## src/rtl/can_rx_pkg.sv

```systemverilog
// Behaviour
// - Length codes 0 to 8 give 0 to 8 payload bytes; codes 9 and up are invalid.
// - Each receive buffer has eight software read/write payload byte registers, index 0 to 7.
// - Eight-bit software read-only receive error tally, CAN counting, cleared at reset.
// - Tally above 127 puts the controller in error passive state.
// - The receive error tally never causes bus-off by any value.
// - Each filter has a writable high identifier byte: ID 10:3 or extended 28:21.
// - Filter extended select one accepts only extended frames, zero only standard.
// - Length code sits in length register bits 3:0 beside the remote request flag.
package can_rx_pkg;

  // Sizes
  localparam int BUF_N = 2;
  localparam int FILT_N = 2;
  localparam int BYTE_N = 8;
  localparam int ADDR_W = 6;

  // Length code decode
  localparam logic [3:0] DLC_MAX = 4'h8;

  // Register map, byte addresses
  localparam logic [ADDR_W-1:0] A_LEN_OFS = 6'h08;
  localparam logic [ADDR_W-1:0] A_FILT_BASE = 6'h20;
  localparam logic [ADDR_W-1:0] A_TALLY = 6'h28;
  localparam logic [ADDR_W-1:0] A_STATUS = 6'h29;
  localparam logic [ADDR_W-1:0] A_MASK = 6'h2A;
  localparam logic [ADDR_W-1:0] A_BUF_CTRL = 6'h2B;
  localparam int REGION_BIT = 5;
  localparam int BUF_SEL_BIT = 4;
  localparam int BYTE_REGION_BIT = 3;

  // Field positions
  localparam int LEN_REMOTE_BIT = 6;
  localparam int FILT_EXT_BIT = 3;
  localparam int CTRL_PASSIVE_BIT = 2;

  // Status and mask bits
  localparam int ST_RX0 = 0;
  localparam int ST_RX1 = 1;
  localparam int ST_OVF = 2;
  localparam int ST_BADLEN = 3;
  localparam int ST_PASSIVE = 4;
  localparam int ST_W = 5;

  // Receive error tally figures
  localparam logic [7:0] REC_RESET = 8'h00;
  localparam logic [7:0] REC_PASSIVE_LIMIT = 8'h7F;
  localparam logic [7:0] REC_MAX = 8'hFF;
  localparam logic [7:0] REC_STEP_MINOR = 8'h01;
  localparam logic [7:0] REC_STEP_MAJOR = 8'h08;
  localparam logic [7:0] REC_RELOAD = 8'h77;

endpackage

```

## src/rtl/rx_err_if.sv

```systemverilog
`timescale 1ns/1ns
// Error events into the tally and its state back out
interface rx_err_if;
  logic err_minor;
  logic err_major;
  logic rx_ok;
  logic [7:0] tally;
  logic passive;

  modport counter (input err_minor, input err_major, input rx_ok, output tally, output passive);
  modport user (output err_minor, output err_major, output rx_ok, input tally, input passive);
endinterface

```

## src/rtl/can_rx_store.sv

```systemverilog
// Local design decisions: strobed register access and the register addresses.
`timescale 1ns/1ns
module can_rx_store (
  // Clock and reset
  input wire logic ref_clk_i,
  input wire logic rst_i,
  // Register port
  input wire logic [can_rx_pkg::ADDR_W-1:0] reg_addr_i,
  input wire logic [7:0] reg_wdata_i,
  input wire logic reg_wr_i,
  input wire logic reg_rd_i,
  output logic [7:0] reg_rdata_o,
  // Received frame from protocol engine
  input wire logic rx_frame_i,
  input wire logic [28:0] rx_id_i,
  input wire logic rx_ext_i,
  input wire logic rx_remote_i,
  input wire logic [3:0] rx_dlc_i,
  input wire logic [63:0] rx_data_i,
  // Receive error events from protocol engine
  input wire logic rx_err_minor_i,
  input wire logic rx_err_major_i,
  // Status outputs
  output logic irq_o,
  output logic err_passive_o
);
  import can_rx_pkg::*;

  // Buffer storage
  logic [7:0] payload_q [BUF_N][BYTE_N];
  logic [3:0] dlc_q [BUF_N];
  logic remote_q [BUF_N];
  logic [BUF_N-1:0] full_q;

  // Filter storage
  logic [7:0] filt_high_q [FILT_N];
  logic [FILT_N-1:0] filt_ext_q;

  // Interrupt and bus state
  logic [ST_W-1:0] status_q;
  logic [ST_W-1:0] mask_q;
  logic [ST_W-1:0] status_set;
  logic irq_q;
  logic passive_prev_q;
  logic [7:0] rdata_q;
  logic [7:0] rdata_d;

  // Frame handling terms
  logic dlc_ok;
  logic [7:0] id_high;
  logic [FILT_N-1:0] hit;
  logic [BUF_N-1:0] store_en;
  logic overflow;
  logic accepted;

  // Decoded register port terms
  logic in_buf_region;
  logic in_byte_region;
  logic [BUF_N-1:0] buf_sel;
  logic [2:0] byte_idx;
  logic len_hit;
  logic [FILT_N-1:0] filt_high_hit;
  logic [FILT_N-1:0] filt_ctrl_hit;

  // Per-buffer strobes and read-back words
  logic [BUF_N-1:0] byte_wr;
  logic [BUF_N-1:0] len_wr;
  logic [BUF_N-1:0] full_clr;
  logic [7:0] len_word [BUF_N];
  logic [BYTE_N-1:0] byte_live;
  logic [$clog2(BUF_N)-1:0] buf_idx;

  rx_err_if err_bus ();

  // Tally events; a frame handed over complete counts as a good reception
  assign err_bus.err_minor = rx_err_minor_i;
  assign err_bus.err_major = rx_err_major_i;
  assign err_bus.rx_ok = rx_frame_i;

  rx_fault_counter u_tally (
    .ref_clk_i (ref_clk_i),
    .rst_i (rst_i),
    .err (err_bus.counter)
  );

  // Length code check
  assign dlc_ok = (rx_dlc_i <= DLC_MAX);

  // Compared identifier byte depends on frame format
  assign id_high = rx_ext_i ? rx_id_i[28:21] : rx_id_i[10:3];

  // Filter match per filter; format must agree with the select bit
  genvar gf;
  generate
    for (gf = 0; gf < FILT_N; gf++) begin : g_hit
      assign hit[gf] = rx_frame_i && dlc_ok && (rx_ext_i == filt_ext_q[gf])
        && (id_high == filt_high_q[gf]);
    end
  endgenerate

  // Filter n steers to buffer n; filter 0 has priority when both match
  always_comb begin
    store_en = '0;
    overflow = 1'b0;
    accepted = 1'b0;
    if (hit[0]) begin
      accepted = 1'b1;
      if (!full_q[0]) begin
        store_en[0] = 1'b1;
      end else begin
        overflow = 1'b1;
      end
    end else if (hit[1]) begin
      accepted = 1'b1;
      if (!full_q[1]) begin
        store_en[1] = 1'b1;
      end else begin
        overflow = 1'b1;
      end
    end
  end

  // Register port decode
  always_comb begin
    in_buf_region = !reg_addr_i[REGION_BIT];
    in_byte_region = in_buf_region && !reg_addr_i[BYTE_REGION_BIT];
    byte_idx = reg_addr_i[2:0];
    len_hit = in_buf_region &&
      (reg_addr_i[BUF_SEL_BIT-1:0] == A_LEN_OFS[BUF_SEL_BIT-1:0]);
    buf_sel = '0;
    buf_sel[reg_addr_i[BUF_SEL_BIT]] = in_buf_region;
    buf_idx = reg_addr_i[BUF_SEL_BIT];
  end

  // Filter register decode; two bytes per filter, high byte first
  generate
    for (gf = 0; gf < FILT_N; gf++) begin : g_fdec
      assign filt_high_hit[gf] = (reg_addr_i == A_FILT_BASE + ADDR_W'(2 * gf));
      assign filt_ctrl_hit[gf] = (reg_addr_i == A_FILT_BASE + ADDR_W'(2 * gf + 1));
    end
  endgenerate

  genvar gb;
  genvar gy;

  // Bytes inside the received length; the rest keep their old contents
  generate
    for (gy = 0; gy < BYTE_N; gy++) begin : g_live
      assign byte_live[gy] = (4'(gy) < rx_dlc_i);
    end
  endgenerate

  // Software strobes per buffer, kept apart so the hardware-wins order reads plainly
  generate
    for (gb = 0; gb < BUF_N; gb++) begin : g_sw
      assign byte_wr[gb] = reg_wr_i && buf_sel[gb] && in_byte_region;
      assign len_wr[gb] = reg_wr_i && buf_sel[gb] && len_hit;
      assign full_clr[gb] = reg_wr_i && (reg_addr_i == A_BUF_CTRL) && reg_wdata_i[gb];
      // Length word; reserved bits read zero
      always_comb begin
        len_word[gb] = 8'h00;
        len_word[gb][LEN_REMOTE_BIT] = remote_q[gb];
        len_word[gb][3:0] = dlc_q[gb];
      end
    end
  endgenerate

  // Per-buffer storage
  generate
    for (gb = 0; gb < BUF_N; gb++) begin : g_buf
      // Payload bytes; only bytes inside the length are written, the rest keep
      for (gy = 0; gy < BYTE_N; gy++) begin : g_byte
        always_ff @(posedge ref_clk_i) begin
          if (rst_i) begin
            payload_q[gb][gy] <= 8'h00;
          end else if (store_en[gb] && byte_live[gy]) begin
            payload_q[gb][gy] <= rx_data_i[8*gy +: 8];
          end else if (byte_wr[gb] && (byte_idx == 3'(gy))) begin
            payload_q[gb][gy] <= reg_wdata_i;
          end
        end
      end

      // Length and remote flag; a frame landing beats a software write
      always_ff @(posedge ref_clk_i) begin
        if (rst_i) begin
          dlc_q[gb] <= 4'h0;
          remote_q[gb] <= 1'b0;
        end else if (store_en[gb]) begin
          dlc_q[gb] <= rx_dlc_i;
          remote_q[gb] <= rx_remote_i;
        end else if (len_wr[gb]) begin
          dlc_q[gb] <= reg_wdata_i[3:0];
          remote_q[gb] <= reg_wdata_i[LEN_REMOTE_BIT];
        end
      end

      // Full flag; a new frame sets it even if software clears it now
      always_ff @(posedge ref_clk_i) begin
        if (rst_i) begin
          full_q[gb] <= 1'b0;
        end else if (store_en[gb]) begin
          full_q[gb] <= 1'b1;
        end else if (full_clr[gb]) begin
          full_q[gb] <= 1'b0;
        end
      end
    end
  endgenerate

  // Filter registers, software only
  generate
    for (gf = 0; gf < FILT_N; gf++) begin : g_filt
      always_ff @(posedge ref_clk_i) begin
        if (rst_i) begin
          filt_high_q[gf] <= 8'h00;
          filt_ext_q[gf] <= 1'b0;
        end else if (reg_wr_i && filt_high_hit[gf]) begin
          filt_high_q[gf] <= reg_wdata_i;
        end else if (reg_wr_i && filt_ctrl_hit[gf]) begin
          filt_ext_q[gf] <= reg_wdata_i[FILT_EXT_BIT];
        end
      end
    end
  endgenerate

  // Events that raise interrupt status
  always_comb begin
    status_set = '0;
    status_set[ST_RX0] = store_en[0];
    status_set[ST_RX1] = store_en[1];
    status_set[ST_OVF] = overflow;
    status_set[ST_BADLEN] = rx_frame_i && !dlc_ok;
    status_set[ST_PASSIVE] = err_bus.passive && !passive_prev_q;
  end

  // Edge memory for entering error passive
  always_ff @(posedge ref_clk_i) begin
    if (rst_i) begin
      passive_prev_q <= 1'b0;
    end else begin
      passive_prev_q <= err_bus.passive;
    end
  end

  // Sticky status; a read clears, but an event in the same cycle survives
  always_ff @(posedge ref_clk_i) begin
    if (rst_i) begin
      status_q <= '0;
    end else if (reg_rd_i && (reg_addr_i == A_STATUS)) begin
      status_q <= status_set;
    end else begin
      status_q <= status_q | status_set;
    end
  end

  // Interrupt mask
  always_ff @(posedge ref_clk_i) begin
    if (rst_i) begin
      mask_q <= '0;
    end else if (reg_wr_i && (reg_addr_i == A_MASK)) begin
      mask_q <= reg_wdata_i[ST_W-1:0];
    end
  end

  // Interrupt line follows the status one cycle late, from a flop
  always_ff @(posedge ref_clk_i) begin
    if (rst_i) begin
      irq_q <= 1'b0;
    end else begin
      irq_q <= |(status_q & mask_q);
    end
  end

  // Read mux; unmapped and reserved bits return zero
  always_comb begin
    rdata_d = 8'h00;
    if (in_byte_region) begin
      rdata_d = payload_q[buf_idx][byte_idx];
    end else if (len_hit) begin
      rdata_d = len_word[buf_idx];
    end else if (reg_addr_i == A_TALLY) begin
      rdata_d = err_bus.tally;
    end else if (reg_addr_i == A_STATUS) begin
      rdata_d[ST_W-1:0] = status_q;
    end else if (reg_addr_i == A_MASK) begin
      rdata_d[ST_W-1:0] = mask_q;
    end else if (reg_addr_i == A_BUF_CTRL) begin
      rdata_d[BUF_N-1:0] = full_q;
      rdata_d[CTRL_PASSIVE_BIT] = err_bus.passive;
    end else begin
      for (int f = 0; f < FILT_N; f++) begin
        if (filt_high_hit[f]) begin
          rdata_d = filt_high_q[f];
        end
        if (filt_ctrl_hit[f]) begin
          rdata_d[FILT_EXT_BIT] = filt_ext_q[f];
        end
      end
    end
  end

  // Read data stands only in the cycle after the strobe
  always_ff @(posedge ref_clk_i) begin
    if (rst_i) begin
      rdata_q <= 8'h00;
    end else if (reg_rd_i) begin
      rdata_q <= rdata_d;
    end else begin
      rdata_q <= 8'h00;
    end
  end

  // Tally writes are ignored; the tally is read only to software
  assign reg_rdata_o = rdata_q;
  assign irq_o = irq_q;
  assign err_passive_o = err_bus.passive;

  // Accept flag has no reader here; it is tied to a spare net
  logic unused_bits;
  assign unused_bits = accepted;

endmodule // can_rx_store

```

## src/rtl/rx_fault_counter.sv

```systemverilog
`timescale 1ns/1ns
module rx_fault_counter (
  // Clock and reset
  input wire logic ref_clk_i,
  input wire logic rst_i,
  // Events and state
  rx_err_if.counter err
);
  import can_rx_pkg::*;

  logic [7:0] tally_q;
  logic [7:0] tally_d;
  logic passive_q;
  logic [8:0] sum;

  // Next tally value; major error wins over minor over success
  always_comb begin
    sum = 9'h000;
    tally_d = tally_q;
    if (err.err_major) begin
      sum = {1'b0, tally_q} + {1'b0, REC_STEP_MAJOR};
      tally_d = sum[8] ? REC_MAX : sum[7:0];
    end else if (err.err_minor) begin
      sum = {1'b0, tally_q} + {1'b0, REC_STEP_MINOR};
      tally_d = sum[8] ? REC_MAX : sum[7:0];
    end else if (err.rx_ok) begin
      if (tally_q > REC_PASSIVE_LIMIT) begin
        tally_d = REC_RELOAD;
      end else if (tally_q != REC_RESET) begin
        tally_d = tally_q - REC_STEP_MINOR;
      end
    end
  end

  // Tally and passive flag; saturating, so no wrap back to active
  always_ff @(posedge ref_clk_i) begin
    if (rst_i) begin
      tally_q <= REC_RESET;
      passive_q <= 1'b0;
    end else begin
      tally_q <= tally_d;
      passive_q <= (tally_d > REC_PASSIVE_LIMIT);
    end
  end

  assign err.tally = tally_q;
  assign err.passive = passive_q;
endmodule // rx_fault_counter

```

## config.mk

```make
export PLATFORM = sky130hd
export DESIGN_NAME = can_rx_store
export DESIGN_NICKNAME = d
export VERILOG_FILES = /design/src/rtl/can_rx_pkg.sv /design/src/rtl/rx_err_if.sv /design/src/rtl/can_rx_store.sv /design/src/rtl/rx_fault_counter.sv
export SDC_FILE = /design/constraint.sdc
export NUM_CORES = 1
export LEC_CHECK = 0
export BUFFER_PORTS_ARGS = -buffer_cell sky130_fd_sc_hd__buf_2
export CAP_MARGIN = 20
export CORE_MARGIN = 2
export CORE_UTILIZATION = 47
export DETAILED_ROUTE_END_ITERATION = 10
export PLACE_DENSITY = 0.66
export SKIP_LAST_GASP = 1
export SYNTH_ARGS = -nofsm -noshare
export SYNTH_HDL_FRONTEND = slang
export SYNTH_SLANG_ARGS = --single-unit
```

## constraint.sdc

```tcl
create_clock -name ref_clk_i -period 6.1 [get_ports ref_clk_i]
set_input_delay 0 -clock ref_clk_i [delete_from_list [all_inputs] [get_ports ref_clk_i]]
set_output_delay 0 -clock ref_clk_i [all_outputs]
set_load 0.05 [all_outputs]
```

Word level (Yosys, flattened, before mapping)

Memory sizes are Yosys's and may differ from the RTL's.
Index checks and enable logic that the tools add are counted.

Logic and storage cells: 391
Bits in writable memories: 154
Bits in registers: 33
Input port bits: 120
Memories kept: 4

Order comparisons: 15
Bitwise logic cells: 50
Reduce and logical (&&, ||, !) cells: 69
$add $sub $neg: 3
Mux-type cells: 219
Equality and inequality tests: 20

Memory list:

| memory      | depth | bits a word | rd ports | clocked after Yosys merged registers in | wr ports | RTL line           | source |
|---|---|---|---|---|---|---|---|
| payload_q   | 2     | 64          | 1        | 0                                       | 2        | can_rx_store.sv:30 | `logic [7:0] payload_q [BUF_N][BYTE_N];` |
| filt_high_q | 2     | 8           | 2        | 0                                       | 2        | can_rx_store.sv:36 | `logic [7:0] filt_high_q [FILT_N];` |
| dlc_q       | 2     | 4           | 2        | 0                                       | 2        | can_rx_store.sv:31 | `logic [3:0] dlc_q [BUF_N];` |
| remote_q    | 2     | 1           | 2        | 0                                       | 2        | can_rx_store.sv:32 | `logic remote_q [BUF_N];` |

Operators with widths:

| cell                  | count |
|---|---|
| $mux W8               | 51 |
| $mux W1               | 154 |
| $logic_and A1 B1 Y1   | 57 |
| $eq A6 B6 Y1 const B  | 8 |
| $or A1 B1 Y1          | 42 |
| $bmux W8 S3           | 1 |
| $mux W5               | 4 |
| $eq A8 B8 Y1          | 2 |
| $gt A8 B7 Y1 const B  | 2 |
| $lt A3 B4 Y1 const A  | 4 |
| $mux W4               | 4 |
| $eq A3 B3 Y1 const B  | 4 |
| $add A8 B1 Y9 const B | 1 |
| $add A8 B4 Y9 const B | 1 |
| $mux W3               | 3 |
| $lt A1 B4 Y1 const A  | 2 |
| $lt A2 B4 Y1 const A  | 2 |
| $reduce_bool A8 Y1    | 1 |
| $sub A8 B1 Y8 const B | 1 |
| $mux W7               | 1 |
| $eq A3 B2 Y1 const B  | 2 |
| $and A5 B5 Y5         | 1 |
| $or A5 B5 Y5          | 1 |
| $reduce_or A5 Y1      | 1 |
| 18 further kinds      | 26 |

Depth between registers and ports, before layout

Word-level depth: 13
Mapped depth: 10
Depth with buffers taken out: 8

Cells and area by module

From an unflattened synthesis, not the netlist that was laid out.

Cells, all modules: 1116
Area total of the unflattened synthesis: 11474.8 µm²

By module, submodules not included:

| module           | cells an instance | sequential area each (µm²) | area each (µm²) | times used |
|---|---|---|---|---|
| can_rx_store     | 1008              | 5104.9                     | 10612.7         | 1 |
| rx_fault_counter | 108               | 180.2                      | 862.1           | 1 |

Worst setup path before layout

Ideal clock, no wire load.

Kind: input port to flip-flop
Start point: input rx_dlc_i[0]
End point: memory payload_q[1][24] (netlist name), enable pin
Arrival: 2.191 ns
Setup slack: 3.525 ns
Data required time: 5.716 ns
Stages on the path: 7
Setup time: 0.384 ns
Cell sequence: buf_2 -> or3_1 -> a21bo_2 -> nor4_4 -> buf_4 -> nand4_1 -> o21ai_0

RTL lines:

| element            | RTL line           | source |
|---|---|---|
| start: declaration | can_rx_store.sv:18 | `input wire logic [3:0] rx_dlc_i,` |
| end: declaration   | can_rx_store.sv:30 |  |

==> impl_results.rst <==
.. list-table::
   :header-rows: 1

   * - Metric
     - Value
   * - Worst clock skew on the final layout
     - roughly 0.010 ns
   * - Drc violations
     - 0
   * - Combined area of all synthesized cells
     - 11500 um^2
   * - Residual antenna-violating net count after detailed routing
     - 0
   * - Worst path cell trace
     - xor2_1, a2bb2oi_1, nor4_4, nor4b_4, buf_4, nand2_1, o21ai_1
   * - EDFF count, synth
     - 154
   * - Overall Global Routing Usage
     - between 30% and 40%
   * - Most frequent cells in the layout
     - edfxtp_1, nand3_1, a21oi_1
   * - Number of warning messages in the yosys log
     - 0
   * - Pre-CTS setup slack
     - 2.34 ns
   * - Critical path class
     - reg -> reg
   * - Most area-hungry cell type in the Yosys netlist
     - edfxtp_1
   * - Total grt overflow
     - 0
   * - Global-route wire length before repair
     - 59600 um
   * - Initial DRT Pass Iterations
     - 6
   * - Detailed-route vias per instance
     - roughly 6.6
   * - Async S/R FF share, synth
     - 0%
   * - Mux share of post-synthesis cell area
     - between 10% and 20%
   * - Critical path buffers and inverters
     - 1
   * - Max Clock Freq
     - 275 MHz
   * - DR vias
     - about 11000
   * - Worst Hold Margin
     - just under 0.009 ns
   * - Start point of the critical path
     - filt_high_q[1][4]
   * - Clock network fraction of design power
     - 38.4%
   * - Beginning of the worst register-to-register path
     - filt_high_q[1][4]
   * - Largest net degree at the start of global routing
     - 78
   * - Depth of the worst register-to-register path
     - 7
   * - Met2 layer wire length in the routed design
     - 18100 um
   * - Data required time of the worst path
     - 6.17 ns
   * - Combinational power share
     - 13.8%
   * - Transition time of the tightest slew-check pin
     - 1.09 ns
   * - Reg clk slew, reported paths
     - around 0.070 ns
   * - Crit path max-delay cell type
     - nor4_4
   * - Max-slew violation count
     - 0
   * - Placeable core area
     - between 20000 and 25000 um^2
   * - Core Rows
     - 57
   * - Net count after synthesis
     - ~1300
   * - Synth area leaders
     - edfxtp_1, mux4_2, nand3_1, dfxtp_1, a21oi_1
   * - I/O Pins
     - between 100 and 150
   * - P per Cell Area
     - approximately 230 nW/um^2
   * - Main synth FF type
     - edfxtp_1
   * - Port Buffer Count
     - 116
   * - Internal
     - 0.00221 W
   * - Worst slew slack as a fraction of its limit
     - 27.0%
   * - Maxcap violations
     - 0
   * - CTS-repair resized insts
     - 0
   * - Sum of negative setup slack
     - 0 ns
   * - Number of instances on the worst hold path
     - 3
   * - Endpoint arrival time on the critical path
     - about 3.7 ns
   * - Fin crit period
     - 3.63 ns
   * - Clock tree from TritonCTS
     - yes
   * - Area growth from synthesis to final layout
     - 16.9%
   * - Leak pwr
     - about 4.6 nW
   * - Number of clock sinks
     - approximately 190
   * - # nets final
     - 1396
   * - Die area
     - ~26000 um^2
   * - Antenna violations before repair
     - 4
   * - Area share of and/or/nand/nor cells after synthesis
     - 20.7%
   * - Worst-case register-to-register setup slack
     - 2.47 ns
   * - Net Switching
     - 0.000810 W
   * - Proportion of layout cells with a drive suffix above 1
     - 18.0%
   * - Max IR drop VDD
     - 0.000116 V
   * - Width of the die
     - 160 um
   * - Fraction of the mapped netlist area in adder cells
     - 0.654%
   * - CP max FO
     - 30
   * - Number of synthesized register bits
     - approximately 190
   * - Met1 WL
     - ~16000 um
   * - Compound-gate portion of the synthesized area
     - 15.8%
   * - Source-to-sink clock delay at the later pin of the worst-skew pair
     - 0.44 ns
   * - Fraction of synthesized cell area in xor and xnor cells
     - about 1.8%
   * - Root buf cell
     - clkbuf_16
   * - Routability cong.
     - between 0.8 and 0.9
   * - Die Y
     - 160 um
   * - Post-detailed-route wirelength per cell
     - 24.6 um
   * - Sum of net half-perimeters after detailed placement
     - 27400 um
   * - Routed length on met3
     - roughly 4800 um
   * - Sequential share of power
     - around 48%
   * - Top Family by Delay on Critical Path
     - simple AND/OR/NAND/NOR gates
   * - Switch share
     - a little over a quarter
   * - Setup crit start kind
     - register
   * - Count of final setup violators
     - 0
   * - Beginning of the worst hold path
     - rx_dlc_i[2]
   * - Final hold vios
     - 0
   * - Nature of the critical path endpoint
     - register
   * - Critical R2R Capture
     - payload_q[1][21]
   * - Highest layer used for signal routing
     - met4
   * - RSZ-0062 raised after global routing
     - false
   * - Total of hold buffers inserted after clock tree synthesis
     - 64
   * - Number of DRC violations after detailed-routing iteration 0
     - 1688
   * - Detailed-route wire length
     - 39700 um
   * - Total clock buffers created by CTS
     - 17
   * - Starting density of the core
     - between 40% and 50%
   * - Count of mapped cells out of synthesis
     - 1165
   * - Total number of H-tree levels
     - 4
   * - Sequential share of the synthesized area
     - a little under half
   * - Average cell area after synthesis
     - ~10 um^2
   * - Commonest non-fill, non-tap cell in the layout
     - edfxtp_1
   * - Number of post-CTS setup repair buffers
     - 0
   * - CTS max path bufs
     - 2
   * - Netlist cell types
     - between 60 and 70
   * - Delay of the slowest cell on the worst path
     - 0.76 ns
   * - Tcrit/Tclk final
     - about three fifths
   * - Class of the tightest hold or removal check
     - in -> reg
   * - Share of the synthesized area in the top cell type
     - 40.3%
   * - Dominant combinational cell family by area after synthesis
     - simple AND/OR/NAND/NOR gates
   * - Number of global-route vias before repair
     - 9914
   * - Sink of the worst hold path
     - dlc_q[0][2]
   * - Status
     - completed
   * - Final Worst Setup Slack
     - 2.47 ns
## cells in the mapped netlist (all sizes together) (7+ instances only)
cell,number
nor2,77
inv,10
or3,7
mux2i,26
nor2b,9
and2,18
nand4,41
nand3,153
mux2,8
nor4,9
nor3,20
buf,45
o21ai,49
nand2,80
a21oi,123
mux4,38
o211ai,66
a31oi,7
edfxtp,154
dfxtp,32
xnor2,20
clkbuf,72
nand2b,10
## per-layer routing
layer / GRT usage [%] / vias up
met5: 0 / -
met4: 10.6 / 0
met3: 6.29 / 93
met2: 48.8 / 788
met1: 42.3 / 5028
li1: - / 4676
## area by class of cell
type | count | area (um^2)
fill | 2152 | 10800
multi-input combinational | 851 | 5700
sequential | 186 | 5270
timing repair buffer | 203 | 1390
clock buffer | 18 | 429
tap | 324 | 405
clock inverter | 14 | 169
inverter | 11 | 41.3
antenna | 4 | 10.0
## stage by stage
step / utilization [%] / area, um^2 / cells / total power [W]
floorplan: - / 11500 / 1165 / 0.00169
global placement: 50.2 / 12100 / 1506 / 0.00184
detailed placement: 50.2 / 12100 / 1507 / 0.00185
CTS: 55.3 / 13400 / 1603 / 0.00301
global route: 55.4 / 13400 / 1607 / 0.00309
finish: 55.5 / 13400 / 1611 / 0.00302
## flip-flops by register name (all words and copies together), names as in the netlist, named ones only
| name | cells |
|---|---|
| filt_high_q | 16 |
| u_tally.err.tally | 3 |
| dlc_q | 8 |
| mask_q | 5 |
| u_tally.err.passive | 1 |
| irq_o | 1 |
| remote_q | 2 |
| payload_q | 128 |
| filt_ext_q | 2 |
| full_q | 2 |
| passive_prev_q | 1 |
| status_q | 5 |
| reg_rdata_o | 8 |
## worst reg2reg max path: stages (launching register included)
cell       delay, ns
edfxtp_1        0.45
xor2_1          0.17
a2bb2oi_1       0.22
nor4_4          0.77
nor4b_4         0.34
buf_4           0.37
nand2_1         0.24
o21ai_1         0.71
## cells by family after synthesis
family / after synthesis
AO/OA/AOI/OAI: 293
XOR/XNOR: 24
adder cells (fa/ha/maj): 6
buffers and inverters: 128
flip-flops: 186
multiplexers: 72
AND/OR/NAND/NOR: 456
## worst max-delay path by stage
stage                                   to  slack (ns)  depth (start not counted)
after floorplan           payload_q[1][24]        3.53                          7
after CTS                 payload_q[1][22]        2.49                          7
final                     payload_q[1][21]        2.47                          7
after global routing      payload_q[1][21]        2.33                          7
after global placement    payload_q[1][38]        2.37                          6
after detailed placement  payload_q[1][19]        2.34                          8
## power by group through the flow
stage	Sequential, W	Combinational (W)	Clock, W
final	0.00145	0.000418	0.00116
after global routing	0.00145	0.000442	0.00120
after CTS	0.00144	0.000406	0.00116
after detailed placement	0.00147	0.000373	0
after global placement	0.00147	0.000369	0
after floorplan	0.00145	0.000240	0
Note: power is estimated with default switching activity, not from simulation.
